File: src/hw/nvs_pkg.sv
// Purpose: Constants for the host-side nonvolatile SRAM access controller
// Assumes: 20 MHz clock, fastest speed grade of the memory
// Notes:   Overview list below; times in ns except STORE_MS in ms, cycle counts derived
//
// Overview of operation
// Device reads addressed byte when select and gate low, strobe and busy high.
// Device writes data pins when select and strobe low and busy high.
// Select high deselects device; data floats within 13 ns.
// Host keeps write strobe and store line high through every read.
// Read data valid no later than 35 ns after select falls.
// Host spaces reads 35 ns apart; data valid 35 ns after address.
// Read data valid within 15 ns of output gate falling.
// Device floats data within 13 ns after output gate rises.
// Device drives data no earlier than 5 ns after select falls.
// Device reaches standby within 35 ns of select rising.
// Host holds strobe and select low at least 25 ns before write end.
// Host sets write data 12 ns before write end; may drop at end.
// Host sets address 25 ns before write end, from start, held to end.
// Host keeps store line high during every write.
// Strobe low at select fall keeps device outputs floating.
// Device floats data within 13 ns of strobe falling.
// Host pulls store line low at least 15 ns to request a store.
// Store happens only if a write occurred since last nonvolatile cycle.
// Device allows 1 us for cycle finish, store done within 10 ms.
// Device pulls busy low within 300 ns after store request.
// After store, device refuses accesses while store line stays low.
// Device lifts inhibit within 700 ns after store line returns high.
// Output timing holds only with select and gate low, strobe high.
// Host keeps select or strobe high while address lines change.
package nvs_pkg;
  localparam int          CLK_NS          = 50;
  localparam int          ADDR_W          = 15;
  localparam int          DATA_W          = 8;
  localparam int          READ_CYCLE_NS   = 35;
  localparam int          ACCESS_NS       = 35;
  localparam int          GATE_DATA_NS    = 15;
  localparam int          WRITE_PULSE_NS  = 25;
  localparam int          DATA_SETUP_NS   = 12;
  localparam int          ADDR_SETUP_NS   = 25;
  localparam int          FLOAT_NS        = 13;
  localparam int          REQ_PULSE_NS    = 15;
  localparam int          REQ_BUSY_NS     = 300;
  localparam int          STORE_MS        = 10;
  localparam int          RECOVER_NS      = 700;
  // Least times round up, never below one cycle
  function automatic int cyc_min(input int ns);
    int c;
    c = (ns + CLK_NS - 1) / CLK_NS;
    return (c < 1) ? 1 : c;
  endfunction
  localparam int ACCESS_CYC  = cyc_min(ACCESS_NS > GATE_DATA_NS ?
                                       ACCESS_NS : GATE_DATA_NS) + 1;
  localparam int WRITE_CYC   = cyc_min(WRITE_PULSE_NS > ADDR_SETUP_NS ?
                                       WRITE_PULSE_NS : ADDR_SETUP_NS);
  localparam int SETUP_CYC   = cyc_min(DATA_SETUP_NS);
  localparam int GAP_CYC     = cyc_min(FLOAT_NS);
  localparam int REQ_CYC     = cyc_min(REQ_PULSE_NS);
  localparam int BUSY_WAIT   = cyc_min(REQ_BUSY_NS) + 1;
  localparam int STORE_CYC   = (STORE_MS * 1000000) / CLK_NS;
  localparam int RECOVER_CYC = cyc_min(RECOVER_NS) + 1;
  localparam int CNT_W       = 20;
  typedef enum logic [6:0] {
    NVS_IDLE    = 7'h01,
    NVS_READ    = 7'h02,
    NVS_WRITE   = 7'h04,
    NVS_GAP     = 7'h08,
    NVS_REQ     = 7'h10,
    NVS_STORE   = 7'h20,
    NVS_RECOVER = 7'h40
  } nvs_state_t;
endpackage

File: src/hw/nvs_host.sv
// Purpose: Host controller driving an asynchronous nonvolatile SRAM
// Assumes: One request at a time, pins sampled on clk
// Notes:   Busy line is open drain; device side may pull it low too
`timescale 1ns/1ps
module nvs_host #(
  parameter int STORE_TIMEOUT = nvs_pkg::STORE_CYC
) (
  input  wire logic                        clk,
  input  wire logic                        reset_n,
  input  wire logic                        req_valid,
  input  wire logic                        req_write,
  input  wire logic                        req_store,
  input  wire logic [nvs_pkg::ADDR_W-1:0]  req_addr,
  input  wire logic [nvs_pkg::DATA_W-1:0]  req_wdata,
  output logic                             req_ready,
  output logic                             rsp_valid,
  output logic [nvs_pkg::DATA_W-1:0]       rsp_rdata,
  output logic                             store_timeout,
  output logic                             select_n,
  output logic                             write_n,
  output logic                             gate_n,
  output logic [nvs_pkg::ADDR_W-1:0]       address_pins,
  input  wire logic [nvs_pkg::DATA_W-1:0]  data_pins_in,
  output logic [nvs_pkg::DATA_W-1:0]       data_pins_out,
  output logic                             data_pins_oe_n,
  input  wire logic                        store_request_busy_n_in,
  output logic                             store_request_busy_n_out,
  output logic                             store_request_busy_n_oe_n
);
  import nvs_pkg::*;

  nvs_state_t                  state, next_state;
  logic [CNT_W-1:0]            cnt, next_cnt;
  logic                        next_req_ready, next_rsp_valid;
  logic [DATA_W-1:0]           next_rsp_rdata;
  logic                        next_store_timeout;
  logic                        next_select_n, next_write_n, next_gate_n;
  logic [ADDR_W-1:0]           next_address_pins;
  logic [DATA_W-1:0]           next_data_out;
  logic                        next_data_oe_n, next_hsb_oe_n;
  logic                        seen_busy, next_seen_busy;

  always_comb begin
    next_state         = state;
    next_cnt           = cnt + CNT_W'(1);
    next_req_ready     = 1'b0;
    next_rsp_valid     = 1'b0;
    next_rsp_rdata     = rsp_rdata;
    next_store_timeout = store_timeout;
    next_select_n      = select_n;
    next_write_n       = write_n;
    next_gate_n        = gate_n;
    next_address_pins  = address_pins;
    next_data_out      = data_pins_out;
    next_data_oe_n     = data_pins_oe_n;
    next_hsb_oe_n      = store_request_busy_n_oe_n;
    next_seen_busy     = seen_busy;
    case (state)
      NVS_IDLE: begin
        next_req_ready = 1'b1;
        if (req_valid && req_ready) begin
          next_req_ready    = 1'b0;
          next_cnt          = '0;
          // Address moves only while select and strobe are high
          next_address_pins = req_addr;
          next_select_n     = 1'b0;
          if (req_store) begin
            next_select_n     = 1'b1;
            next_hsb_oe_n     = 1'b0;
            next_seen_busy    = 1'b0;
            next_store_timeout = 1'b0;
            next_state        = NVS_REQ;
          end else if (req_write) begin
            // Strobe and address together: address setup of zero holds
            next_write_n   = 1'b0;
            next_data_out  = req_wdata;
            next_data_oe_n = 1'b0;
            next_state     = NVS_WRITE;
          end else begin
            next_gate_n = 1'b0;
            next_state  = NVS_READ;
          end
        end
      end
      NVS_READ: begin
        if (cnt == CNT_W'(ACCESS_CYC - 1)) begin
          // Sampled a full access time after select, gate and address
          next_rsp_rdata = data_pins_in;
          next_rsp_valid = 1'b1;
          next_select_n  = 1'b1;
          next_gate_n    = 1'b1;
          next_cnt       = '0;
          next_state     = NVS_GAP;
        end
      end
      NVS_WRITE: begin
        if (cnt == CNT_W'(WRITE_CYC + SETUP_CYC - 1)) begin
          next_write_n   = 1'b1;
          next_select_n  = 1'b1;
          next_rsp_valid = 1'b1;
          next_cnt       = '0;
          next_state     = NVS_GAP;
        end
      end
      NVS_GAP: begin
        // Data released one cycle after strobe end, hold time is zero
        next_data_oe_n = 1'b1;
        if (cnt == CNT_W'(GAP_CYC - 1)) begin
          next_state = NVS_IDLE;
        end
      end
      NVS_REQ: begin
        // Line is low from our own pull here, so busy is not sampled yet
        if (cnt == CNT_W'(REQ_CYC - 1)) begin
          next_hsb_oe_n = 1'b1;
          next_cnt      = '0;
          next_state    = NVS_STORE;
        end
      end
      NVS_STORE: begin
        // Skipped store never pulls busy, so a missing busy is not fatal
        if (!store_request_busy_n_in) next_seen_busy = 1'b1;
        if ((cnt >= CNT_W'(BUSY_WAIT) || seen_busy) &&
            store_request_busy_n_in) begin
          next_cnt   = '0;
          next_state = NVS_RECOVER;
        end else if (cnt == CNT_W'(STORE_TIMEOUT)) begin
          next_store_timeout = 1'b1;
          next_cnt           = '0;
          next_state         = NVS_RECOVER;
        end
      end
      NVS_RECOVER: begin
        if (cnt == CNT_W'(RECOVER_CYC - 1)) begin
          next_rsp_valid = 1'b1;
          next_state     = NVS_IDLE;
        end
      end
      default: begin
        next_state = NVS_IDLE;
      end
    endcase
  end

  always_ff @(posedge clk or negedge reset_n) begin
    if (!reset_n) begin
      state                     <= NVS_IDLE;
      cnt                       <= '0;
      req_ready                 <= 1'b0;
      rsp_valid                 <= 1'b0;
      rsp_rdata                 <= '0;
      store_timeout             <= 1'b0;
      select_n                  <= 1'b1;
      write_n                   <= 1'b1;
      gate_n                    <= 1'b1;
      address_pins              <= '0;
      data_pins_out             <= '0;
      data_pins_oe_n            <= 1'b1;
      store_request_busy_n_oe_n <= 1'b1;
      store_request_busy_n_out  <= 1'b0;
      seen_busy                 <= 1'b0;
    end else begin
      state                     <= next_state;
      cnt                       <= next_cnt;
      req_ready                 <= next_req_ready;
      rsp_valid                 <= next_rsp_valid;
      rsp_rdata                 <= next_rsp_rdata;
      store_timeout             <= next_store_timeout;
      select_n                  <= next_select_n;
      write_n                   <= next_write_n;
      gate_n                    <= next_gate_n;
      address_pins              <= next_address_pins;
      data_pins_out             <= next_data_out;
      data_pins_oe_n            <= next_data_oe_n;
      store_request_busy_n_oe_n <= next_hsb_oe_n;
      store_request_busy_n_out  <= 1'b0;
      seen_busy                 <= next_seen_busy;
    end
  end

  property p_read_strobes_high;
    @(posedge clk) disable iff (!reset_n)
      (!gate_n && !select_n) |-> (write_n && store_request_busy_n_oe_n);
  endproperty
  a_read_strobes_high: assert property (p_read_strobes_high)
    else $error("strobe or store line low during read");

  property p_write_pulse;
    @(posedge clk) disable iff (!reset_n)
      $fell(write_n) |-> !write_n [*2] ##0 !select_n;
  endproperty
  a_write_pulse: assert property (p_write_pulse)
    else $error("write pulse too short");

  property p_data_setup;
    @(posedge clk) disable iff (!reset_n)
      $rose(write_n) |-> $past(!data_pins_oe_n, 1) &&
                         $stable(data_pins_out);
  endproperty
  a_data_setup: assert property (p_data_setup)
    else $error("write data not stable at write end");

  property p_addr_stable;
    @(posedge clk) disable iff (!reset_n)
      !$stable(address_pins) |-> $past(select_n) && $past(write_n);
  endproperty
  a_addr_stable: assert property (p_addr_stable)
    else $error("address changed during access");

  property p_store_high_in_write;
    @(posedge clk) disable iff (!reset_n)
      !write_n |-> store_request_busy_n_oe_n;
  endproperty
  a_store_high_in_write: assert property (p_store_high_in_write)
    else $error("store line low during write");

  property p_req_pulse;
    @(posedge clk) disable iff (!reset_n)
      $fell(store_request_busy_n_oe_n) |-> !store_request_busy_n_oe_n [*1]
        ##1 $rose(store_request_busy_n_oe_n);
  endproperty
  a_req_pulse: assert property (p_req_pulse)
    else $error("store request pulse wrong length");

  property p_read_spacing;
    @(posedge clk) disable iff (!reset_n)
      $rose(select_n) |-> select_n [*2];
  endproperty
  a_read_spacing: assert property (p_read_spacing)
    else $error("cycles too close together");

  property p_no_contention;
    @(posedge clk) disable iff (!reset_n)
      !gate_n |-> data_pins_oe_n;
  endproperty
  a_no_contention: assert property (p_no_contention)
    else $error("host drives data while gate low");

  c_read:  cover property (@(posedge clk) $fell(gate_n));
  c_write: cover property (@(posedge clk) $fell(write_n));
  c_store: cover property (@(posedge clk) state == NVS_RECOVER);
  c_tmo:   cover property (@(posedge clk) $rose(store_timeout));
endmodule

File: config.mk
export PLATFORM = sky130hd
export DESIGN_NAME = nvs_host
export DESIGN_NICKNAME = d
export VERILOG_FILES = /design/src/hw/nvs_pkg.sv /design/src/hw/nvs_host.sv
export SDC_FILE = /design/constraint.sdc
export NUM_CORES = 1
export LEC_CHECK = 0
export BUFFER_PORTS_ARGS = -buffer_cell sky130_fd_sc_hd__clkbuf_2
export CAP_MARGIN = 20
export CORE_AREA = 2 2 91 93
export CTS_CLUSTER_DIAMETER = 30
export DETAILED_ROUTE_END_ITERATION = 7
export DIE_AREA = 0 0 93 95
export PLACE_DENSITY_LB_ADDON = 0.08
export REMOVE_ABC_BUFFERS = 1
export SLEW_MARGIN = 0
export SYNTH_ARGS = -nofsm -noshare
export SYNTH_HDL_FRONTEND = slang
export SYNTH_SLANG_ARGS = --single-unit
File: constraint.sdc
create_clock -name clk -period 5.5 [get_ports clk]
set_input_delay 0.825 -clock clk [delete_from_list [all_inputs] [get_ports clk]]
set_output_delay 0.825 -clock clk [all_outputs]
set_load 0.01 [all_outputs]
After elaboration in Yosys (flattened, before gate mapping)
Cells that the tools add are included.
- add/subtract/negate cells: 1
- $lt $le $gt $ge: 1
- equal/unequal tests: 25
- muxes and demuxes: 43
- bitwise gates (word level): 1
- reductions and logical operators: 22
- operator list (cell ; number):
    $mux 20 ; 5
    $pmux 20 s4 ; 1
    $mux 7 ; 7
    $pmux 7 s6 ; 1
    $ne 2x2->1 const B ; 13
    $add 20x1->20 const B ; 1
    $eq 20x1->1 const B ; 1
    $eq 20x18->1 const B ; 1
    $eq 20x4->1 const B ; 1
    $ge 20x3->1 const B ; 1
    $logic_not 20->1 ; 1
    $mux 1 ; 19
    $pmux 1 s2 ; 8
    $reduce_and 4->1 ; 4
    $reduce_and 5->1 ; 3
    $reduce_bool 2->1 ; 6
    $eq 7x1->1 const B ; 1
    $eq 7x2->1 const B ; 1
    $eq 7x3->1 const B ; 1
    $eq 7x4->1 const B ; 1
    $eq 7x5->1 const B ; 1
    $eq 7x6->1 const B ; 1
    $eq 7x7->1 const B ; 1
    $reduce_and 6->1 ; 1
    10 further kinds ; 12
- flip-flop bits (word level): 67
- input bits: 37
- output and inout bits: 40
- logic and storage cells: 107

Logic depth before layout (Yosys ltp)
Gate-level depths: netlist (run 1).
- depth in word-level cells: 5
- depth in mapped cells: 8
- mapped depth without buffers: 7

Worst setup path before layout (run 1)
No wires, ideal clock.
- path kind: register to register
- from: register cnt[5]
- to: register state[1]
- arrival time: 2.135 ns
- setup slack: 3.240 ns
- stages on the path, launching flop included: 7
- buffers on the path: 0
- cells stage by stage: dfrtp_1 nor4_2 nand3_2 or4_1 and3_4 nor3_4 mux2_4
- cells in the longest elaborated chain, start to end: 5
- RTL lines (element ; line ; source):
    start: declaration ; nvs_host.sv:33 ; logic [CNT_W-1:0] cnt, next_cnt;
    start signal: assignment ; nvs_host.sv:164 ; cnt <= next_cnt;
    $ge 20x3->1 ; nvs_host.sv:123 ; if ((cnt >= CNT_W'(BUSY_WAIT) || seen_busy) &&
    $logic_or 1x1->1 ; nvs_host.sv:123 ;
    $logic_and 1x1->1 ; nvs_host.sv:123 ;
    $ne 3x3->1 (no source line) or $mux 7 (tied branches) ; -- ;
    $reduce_and 6->1 (no source line) or $pmux 7 s6 (tied branches) ; -- ;
    end signal: assignment ; nvs_host.sv:163 ; state <= next_state;
    end: declaration ; nvs_host.sv:32 ; nvs_state_t state, next_state;
Several ways; a longest one is shown, not always the timed one.
A chain may end at the register's enable or synchronous reset.

Worst setup path in the final report (run 1)
- from: register cnt[14]
- to: register cnt[9]
- cells in the longest elaborated chain, start to end: 5
- RTL lines (element ; line ; source):
    $ge 20x3->1 ; nvs_host.sv:123 ;
    $logic_or 1x1->1 ; nvs_host.sv:123 ;
    $logic_and 1x1->1 ; nvs_host.sv:123 ;
    $mux 20 ; nvs_host.sv:123 ;
    $pmux 20 s4 (*) ; nvs_host.sv:58 ; case (state)
    named net next_cnt[9] ; nvs_host.sv:33 ;
The timed path passes the listed nets; every way through them passes the cells marked *.

==> results of run 1 <==
per-layer routing:
metal	routed length (um)	share of wire
met1	2960	0.48
met2	2890	0.46
met3	273	0.044
met4	100	0.016
met5	0	0
metrics by stage:
stage	setup slack, ns	utilization	area, um2
after floorplan	2.87	-	3080
after global placement	3.04	0.456	3610
after detailed placement	2.97	0.456	3610
after CTS	2.96	0.483	3830
after global routing	2.80	0.483	3830
final	3.02	0.483	3830
worst max-delay path: cells and delay by family, from the launching register on:
kind | cells | cell delay, ns
flip-flops | 1 | 0.44
buffers and inverters | 1 | 0.34
AND/OR/NAND/NOR | 5 | 1.36
AO/OA/AOI/OAI | 1 | 0.21
area by class of cell:
cell class,instances,area (um2),area share
clock buffers,10,128,0.0333
clock inverters,6,88.8,0.0232
inverters,7,26.3,0.00686
multi-input cells,205,1370,0.358
flip-flops and latches,67,1680,0.440
well taps,105,131,0.0343
repair buffers,78,398,0.104
Yosys cell counts (5+ instances only):
cell and number:
clkbuf_1 5, dfrtp_1 61, dfstp_2 6, inv_1 7, mux2_2 16, nand2_1 65
nand3_1 11, nand4b_1 5, nor2_1 14, nor2_2 18, nor3_1 7, xnor2_1 10
xor2_1 9
final timing paths:
path                       cells past startpoint          endpoint     from
max                                            7            cnt[9]  cnt[14]
min                                            2           write_n  write_n
max reg2reg                                    7            cnt[9]  cnt[14]
min reg2reg                                    2           write_n  write_n
max in group asynchronous                      2      rsp_rdata[6]  reset_n
min in group asynchronous                      2  data_pins_out[4]  reset_n
logic make-up after synthesis:
kind of cell | Yosys count
simple gates | 148
compound gates | 15
fa+ha+maj | 4
xor+xnor | 19
buf+inv | 16
flops | 67
other cells | 1
mux | 18
placed cells by master (no fill, tap or decap), drive strengths merged, types with 2 or more instances in the layout:
master / n
nand3: 12
nor2b: 2
bufinv: 2
o2bb2ai: 3
nor3b: 2
nor3: 9
dfrtp: 61
buf: 4
inv: 8
nand4: 4
ha: 4
xor2: 9
and4: 2
clkbuf: 84
mux2: 18
nor4: 4
o21ai: 4
nand4b: 6
and3: 2
dfstp: 6
xnor2: 10
nand2: 66
clkinvlp: 2
nor2: 32
a21oi: 2
power groups by stage:
stage | Clock, uW | Combinational [uW] | Sequential, uW
after detailed placement | 0 | 712 | 768
after floorplan | 0 | 392 | 822
after CTS | 462 | 714 | 758
after global placement | 0 | 703 | 763
final | 445 | 697 | 756
after global routing | 487 | 778 | 782
flip-flops by register name, summed over array words and instances (netlist names):
register                   count
store_timeout                  1
address_pins                  15
state                          7
req_ready                      1
select_n                       1
rsp_valid                      1
rsp_rdata                      8
seen_busy                      1
data_pins_oe_n                 1
cnt                           20
store_request_busy_n_oe_n      1
data_pins_out                  8
gate_n                         1
write_n                        1
==> impl_metrics.csv, run 1 <==
group,metric,value,unit
logic_synthesis,synth_top_area_share,0.487,
sta,worst_pin_slew,0.845,ns
worst_setup_path,criticalPathCategory,"reg2reg",
clocking,cts_buffer_depth,2,
clocking,clock_latency,0.34,ns
logic_synthesis,synth_edf_count,0,
route,vias,2256,
route,vias_per_cell,4.72,
power,worst_ir_drop_vdd,0.180,mV
global_route,overflow,0,
logic_synthesis,synthMuxAreaShare,0.0670,
placement,numPortBuffers,75,
global_route,grt_util_all_layers,0.153,
logic_synthesis,ys_seq_area_frac,0.537,
clocking,cts_made_buffers,9,
layout,nNetsFinal,409,
global_route,antenna_found_initial,0,
clocking,htree_num_levels,3,
logic_synthesis,synth_compound_area_frac,0.0391,
layout,diodes,0,
global_route,first_global_vias,2116,
route,drt_wl_total,6.23,mm
global_route,use_met3,0.0375,
clocking,postCtsSetupRepairBufs,0,
worst_setup_path,endpoint_kind,"register",
sta,slew_headroom,0.436,
power,power_density,496,nW/um2
power,swShare,0.359,
logic_synthesis,synth_area_leader_cell,"dfrtp_1",
die,floorplan.die_area,8840,um2
placement,place_inst,462,
global_route,grt_first_pass_wirelength,10.5,mm
route,drc,0,
global_route,use_met2,0.235,
layout,layout-drive-gt1-share,0.402,
worst_setup_path,arrival,2.70,ns
power,clock_power_share,0.234,
logic_synthesis,synthCells,288,
placement,place_congestion,0.723,
clocking,cts_resized,0,
sta,fin_crit,2.48,ns
clocking,cts_hold_buf,0,
logic_synthesis,synth-main-ff-cell,"dfrtp_1",
sta,rsz0062_at_grt,"false",
route,drtPass1Iterations,4,
layout,area.growth.synth_to_final,22.1,%
die,rows,33,
sta,post-route-period-util,0.452,
logic_synthesis,async_flop_share,1.00,
logic_synthesis,syn_area_per_cell,10.9,um2
clocking,cts_sinks,67,
logic_synthesis,yosysWarnings,0,
logic_synthesis,netlist_area,3140,um2
sta,skew,0.00775,ns
logic_synthesis,yosys-top-cells-area,"dfrtp_1 49%, nand2_1 7.8%, mux2_2 5.7%",
power,p_leak,0.00187,uW
die,die_w,93,um
die,ios,77,
die,coreArea,7930,um2
global_route,grt_busiest_layer,"met2",
sta,slew_violations,0,
sta,timing.setup.tns,0,ns
clocking,clk_pin_slew_worst_paths,0.07,ns
route,wl_per_cell,13.0,um
clocking,cts_tree,"yes",
sta,finalSetupViolCount,0,
worst_setup_path,path_cells,"nor4_4, nand3_2, nor3_1, o221ai_4, nor3b_4, buf_4, nor2_2",
outcome,status,"finished clean",
power,combPwrFrac,0.367,
layout,final_cell_count_no_fill,478,
worst_setup_path,crit_path_start_kind,"register",
hold_path,hold_path.class,"reg2reg",
global_route,grt_max_degree,68,
sta,holdWs,0.456,ns
worst_setup_path,required,5.72,ns
route,drt_iter0_drc,27,
sta,clock.fmax,403,MHz
flow_run,cap_violations,0,
logic_synthesis,synth_seq_cells,67,
worst_setup_path,slowest_stage,"nor3_1",
clocking,clockRootBuffer,"clkbuf_8",
worst_setup_path,crit_path_max_incr_delay,0.63,ns
power,p_int,1220,uW
worst_setup_path,cp_max_fo,20,
sta,finalHoldViolations,0,
logic_synthesis,synthAdderAreaFrac,0.0160,
logic_synthesis,synth_xor_area_frac,0.0531,
logic_synthesis,synth_cell_types,50,
power,finalPower,1900,uW
power,p_switching,681,uW
power,seqPwrFrac,0.398,
logic_synthesis,yosys.area_share.simple,0.261,
die,initial_core_util,0.396,
layout,num-fill-cells,776,
logic_synthesis,synth_top_family_by_area,"simple AND/OR/NAND/NOR gates",
route,drtAntennaViolNets,0,
die,die_y,95,um
worst_setup_path,rrSetupSlack,3.02,ns
global_route,use_met1,0.206,
placement,dp_hpwl,4.48,mm
Power figures use the tool's default switching activity.
==> run 2, diff against run 1 <==
--- a/config.mk
+++ b/config.mk
@@ -5,12 +5,13 @@
 export SDC_FILE = /design/constraint.sdc
 export NUM_CORES = 1
 export LEC_CHECK = 0
+export ABC_AREA = 1
 export BUFFER_PORTS_ARGS = -buffer_cell sky130_fd_sc_hd__clkbuf_2
 export CAP_MARGIN = 20
-export CORE_AREA = 2 2 91 93
+export CORE_AREA = 2 2 95 97
 export CTS_CLUSTER_DIAMETER = 30
 export DETAILED_ROUTE_END_ITERATION = 7
-export DIE_AREA = 0 0 93 95
+export DIE_AREA = 0 0 97 99
 export PLACE_DENSITY_LB_ADDON = 0.08
 export REMOVE_ABC_BUFFERS = 1
 export SLEW_MARGIN = 0
==> constraint.sdc (replaced) <==
create_clock -name clk -period 2.59 [get_ports clk]
set_input_delay 0.3885 -clock clk [delete_from_list [all_inputs] [get_ports clk]]
set_output_delay 0.3885 -clock clk [all_outputs]
set_load 0.01 [all_outputs]
==> impl_metrics.csv, run 2 <==
group,metric,value,unit
logic_synthesis,synth-main-ff-cell,"dfrtp_1",
logic_synthesis,async_flop_share,1.00,
die,coreArea,8550,um2
power,power_density,1060,nW/um2
power,p_leak,0.00214,uW
clocking,cts_made_buffers,9,
sta,finalHoldViolations,0,
worst_setup_path,reg2reg_to,"cnt[17]",
sta,timing.setup.tns,0,ns
logic_synthesis,synthAdderAreaFrac,0.0147,
layout,reg_top3,"cnt (20), address_pins (15)",
sta,slew_violations,0,
logic_synthesis,synth_top_area_share,0.448,
route,wl_per_cell,12.3,um
clocking,postCtsSetupRepairBufs,0,
global_route,first_global_vias,2719,
die,initial_core_util,0.398,
route,drt_wl_total,7.49,mm
logic_synthesis,yosys-top-cells-count,"124 x nand2_1, 61 x dfrtp_1, 51 x nor2_1",
route,vias,2808,
placement,numPortBuffers,75,
logic_synthesis,yosys-top-cells-area,"dfrtp_1 45%, nand2_1 14%, nor2_1 5.6%",
worst_setup_path,required,2.80,ns
logic_synthesis,syn_area_per_cell,8.29,um2
global_route,grt_util_all_layers,0.165,
sta,clock.fmax,498,MHz
worst_setup_path,criticalPathCategory,"reg2reg",
worst_setup_path,slowest_stage,"dfrtp_1",
logic_synthesis,netlist_area,3410,um2
sta,slew_headroom,0.517,
placement,dp_hpwl,5.64,mm
sta,worst_pin_slew,0.724,ns
global_route,overflow,0,
clocking,cts_resized,0,
worst_setup_path,r2r_cells,10,
layout,nNetsFinal,535,
logic_synthesis,synth_compound_area_frac,0.0364,
worst_setup_path,reg2reg_from,"cnt[1]",
worst_setup_path,path_cells,"inv_1, ha_1, nand2_2, nor2_2, nand3_2, a21oi_4, nand4_4, nor2_4, buf_4, nor2_1",
worst_setup_path,critPathCapture,"cnt[17]",
layout,largest_reg_flops,20,
logic_synthesis,synth_xor_area_frac,0.0386,
layout,diodes,0,
clocking,cts_buffer_depth,2,
layout,top_register,"cnt",
logic_synthesis,synth_seq_cells,67,
worst_setup_path,crit_path_start_kind,"register",
outcome,status,"finished clean",
die,die_w,97,um
layout,mostFrequentLayoutCells,"124 x nand2_1, 74 x clkbuf_2, 61 x dfrtp_1, 51 x nor2_1, 50 x inv_1",
layout,area.growth.synth_to_final,20.6,%
clocking,htree_num_levels,3,
sta,fin_crit,2.01,ns
worst_setup_path,cp_max_fo,20,
flow_run,cap_violations,0,
route,drc,0,
layout,final_util,0.481,
worst_setup_path,cp.depth,10,
worst_setup_path,endpoint_kind,"register",
die,floorplan.die_area,9600,um2
logic_synthesis,synth_area_leader_cell,"dfrtp_1",
clocking,cts_sinks,67,
worst_setup_path,crit_path_max_incr_delay,0.42,ns
logic_synthesis,synth_top_family_by_area,"simple AND/OR/NAND/NOR gates",
worst_setup_path,rrSetupSlack,0.58,ns
die,die_y,99,um
global_route,grt_first_pass_wirelength,12.9,mm
placement,place_congestion,0.875,
logic_synthesis,synth_cell_types,35,
route,vias_per_cell,4.63,
sta,finalSetupViolCount,0,
hold_path,hold_path.class,"in2async",
die,rows,34,
worst_setup_path,arrival,2.22,ns
route,drt_iter0_drc,92,
clocking,clock_latency,0.34,ns
logic_synthesis,yosys.area_share.simple,0.315,
clocking,cts_hold_buf,0,
clocking,cts_tree,"yes",
logic_synthesis,synthCells,411,
sta,rsz0062_at_grt,"false",
power,worst_ir_drop_vdd,0.352,mV
worst_setup_path,crit_start,"cnt[1]",
layout,layout-drive-gt1-share,0.279,
global_route,grt_max_degree,39,
logic_synthesis,synthMuxAreaShare,0.0264,
die,ios,77,
sta,skew,0.0136,ns
logic_synthesis,synth_edf_count,0,
clocking,clockRootBuffer,"clkbuf_8",
worst_setup_path,crit_buf_inv,2,
route,drtPass1Iterations,4,
layout,final_common_cell,"nand2_1",
global_route,antenna_found_initial,0,
route,drtAntennaViolNets,0,
logic_synthesis,yosysWarnings,0,
clocking,clk_pin_slew_worst_paths,0.07,ns
logic_synthesis,yosysMostFrequentCell,"nand2_1",
worst_setup_path,crit_family,"simple AND/OR/NAND/NOR gates",
sta,post-route-period-util,0.776,
logic_synthesis,ys_seq_area_frac,0.494,
run 2: cell count changes after synthesis, sizes merged, moves of 4 or more:
cell	before	now
mux2	18	8
nand4b	6	0
xnor2	10	2
nand4	4	8
inv	7	53
o21ai	4	10
nand3	12	24
nor2	32	70
xor2	9	13
clkbuf	5	1
nand2	66	128
run 2: per-stage QoR:
stage               area (um2)  hold WS, ns  total power, uW  setup slack, ns  std cells
floorplan                 3360       0.0929             2850            0.740        405
global placement          3900        0.455             3480            0.638        591
detailed placement        3900        0.461             3500            0.585        591
CTS                       4110        0.119             4420            0.571        607
global route              4110        0.142             4730            0.383        607
finish                    4110        0.101             4360            0.581        607
run 2: final cells by class:
| cell class | instances | area [um2] |
|---|---|---|
| tap | 108 | 135 |
| sequential | 67 | 1680 |
| multi-input combinational | 285 | 1470 |
| timing repair buffer | 78 | 410 |
| clock buffer | 14 | 173 |
| clock inverter | 2 | 35.0 |
| fill | 893 | 4440 |
| inverter | 53 | 199 |
run 2: cell families (layout without fill, tap and decap cells):
group                      after synthesis  after routing
AOI/OAI and AO/OA                       19             19
xor gates and xnor gates                15             15
adders and majority gates                4              4
buffers and inverters                   59            147
DFF                                     67             67
muxes                                    8              8
other                                    1              1
and+or+nand+nor                        238            238
run 2: worst min path at each step:
stage | start | endpoint | slack [ns] | cells after the start
2_1_floorplan | reset_n | address_pins[0] | 0.09 | 0
3_3_place_gp | gate_n | gate_n | 0.45 | 2
3_5_place_dp | gate_n | gate_n | 0.46 | 2
4_1_cts | reset_n | data_pins_out[7] | 0.12 | 1
5_1_grt | reset_n | data_pins_out[7] | 0.14 | 1
6_report | reset_n | data_pins_out[7] | 0.10 | 1
run 2: worst reg2reg max path, cell delays in order, from the launching register on:
cell     delay, ns
dfrtp_1       0.42
inv_1         0.09
ha_1          0.15
nand2_2       0.08
nor2_2        0.16
nand3_2       0.12
a21oi_4       0.20
nand4_4       0.18
nor2_4        0.11
buf_4         0.31
nor2_1        0.08
run 2: metal layers:
layer	global-route usage	share of wire
met5	0	0
met4	0.0488	0.0059
met3	0.0411	0.041
met2	0.259	0.47
met1	0.227	0.49
run 2: power breakdown:
group	internal [uW]	switching, uW
logic	677	1160
registers	1420	199
clock network	524	383
total	2620	1740
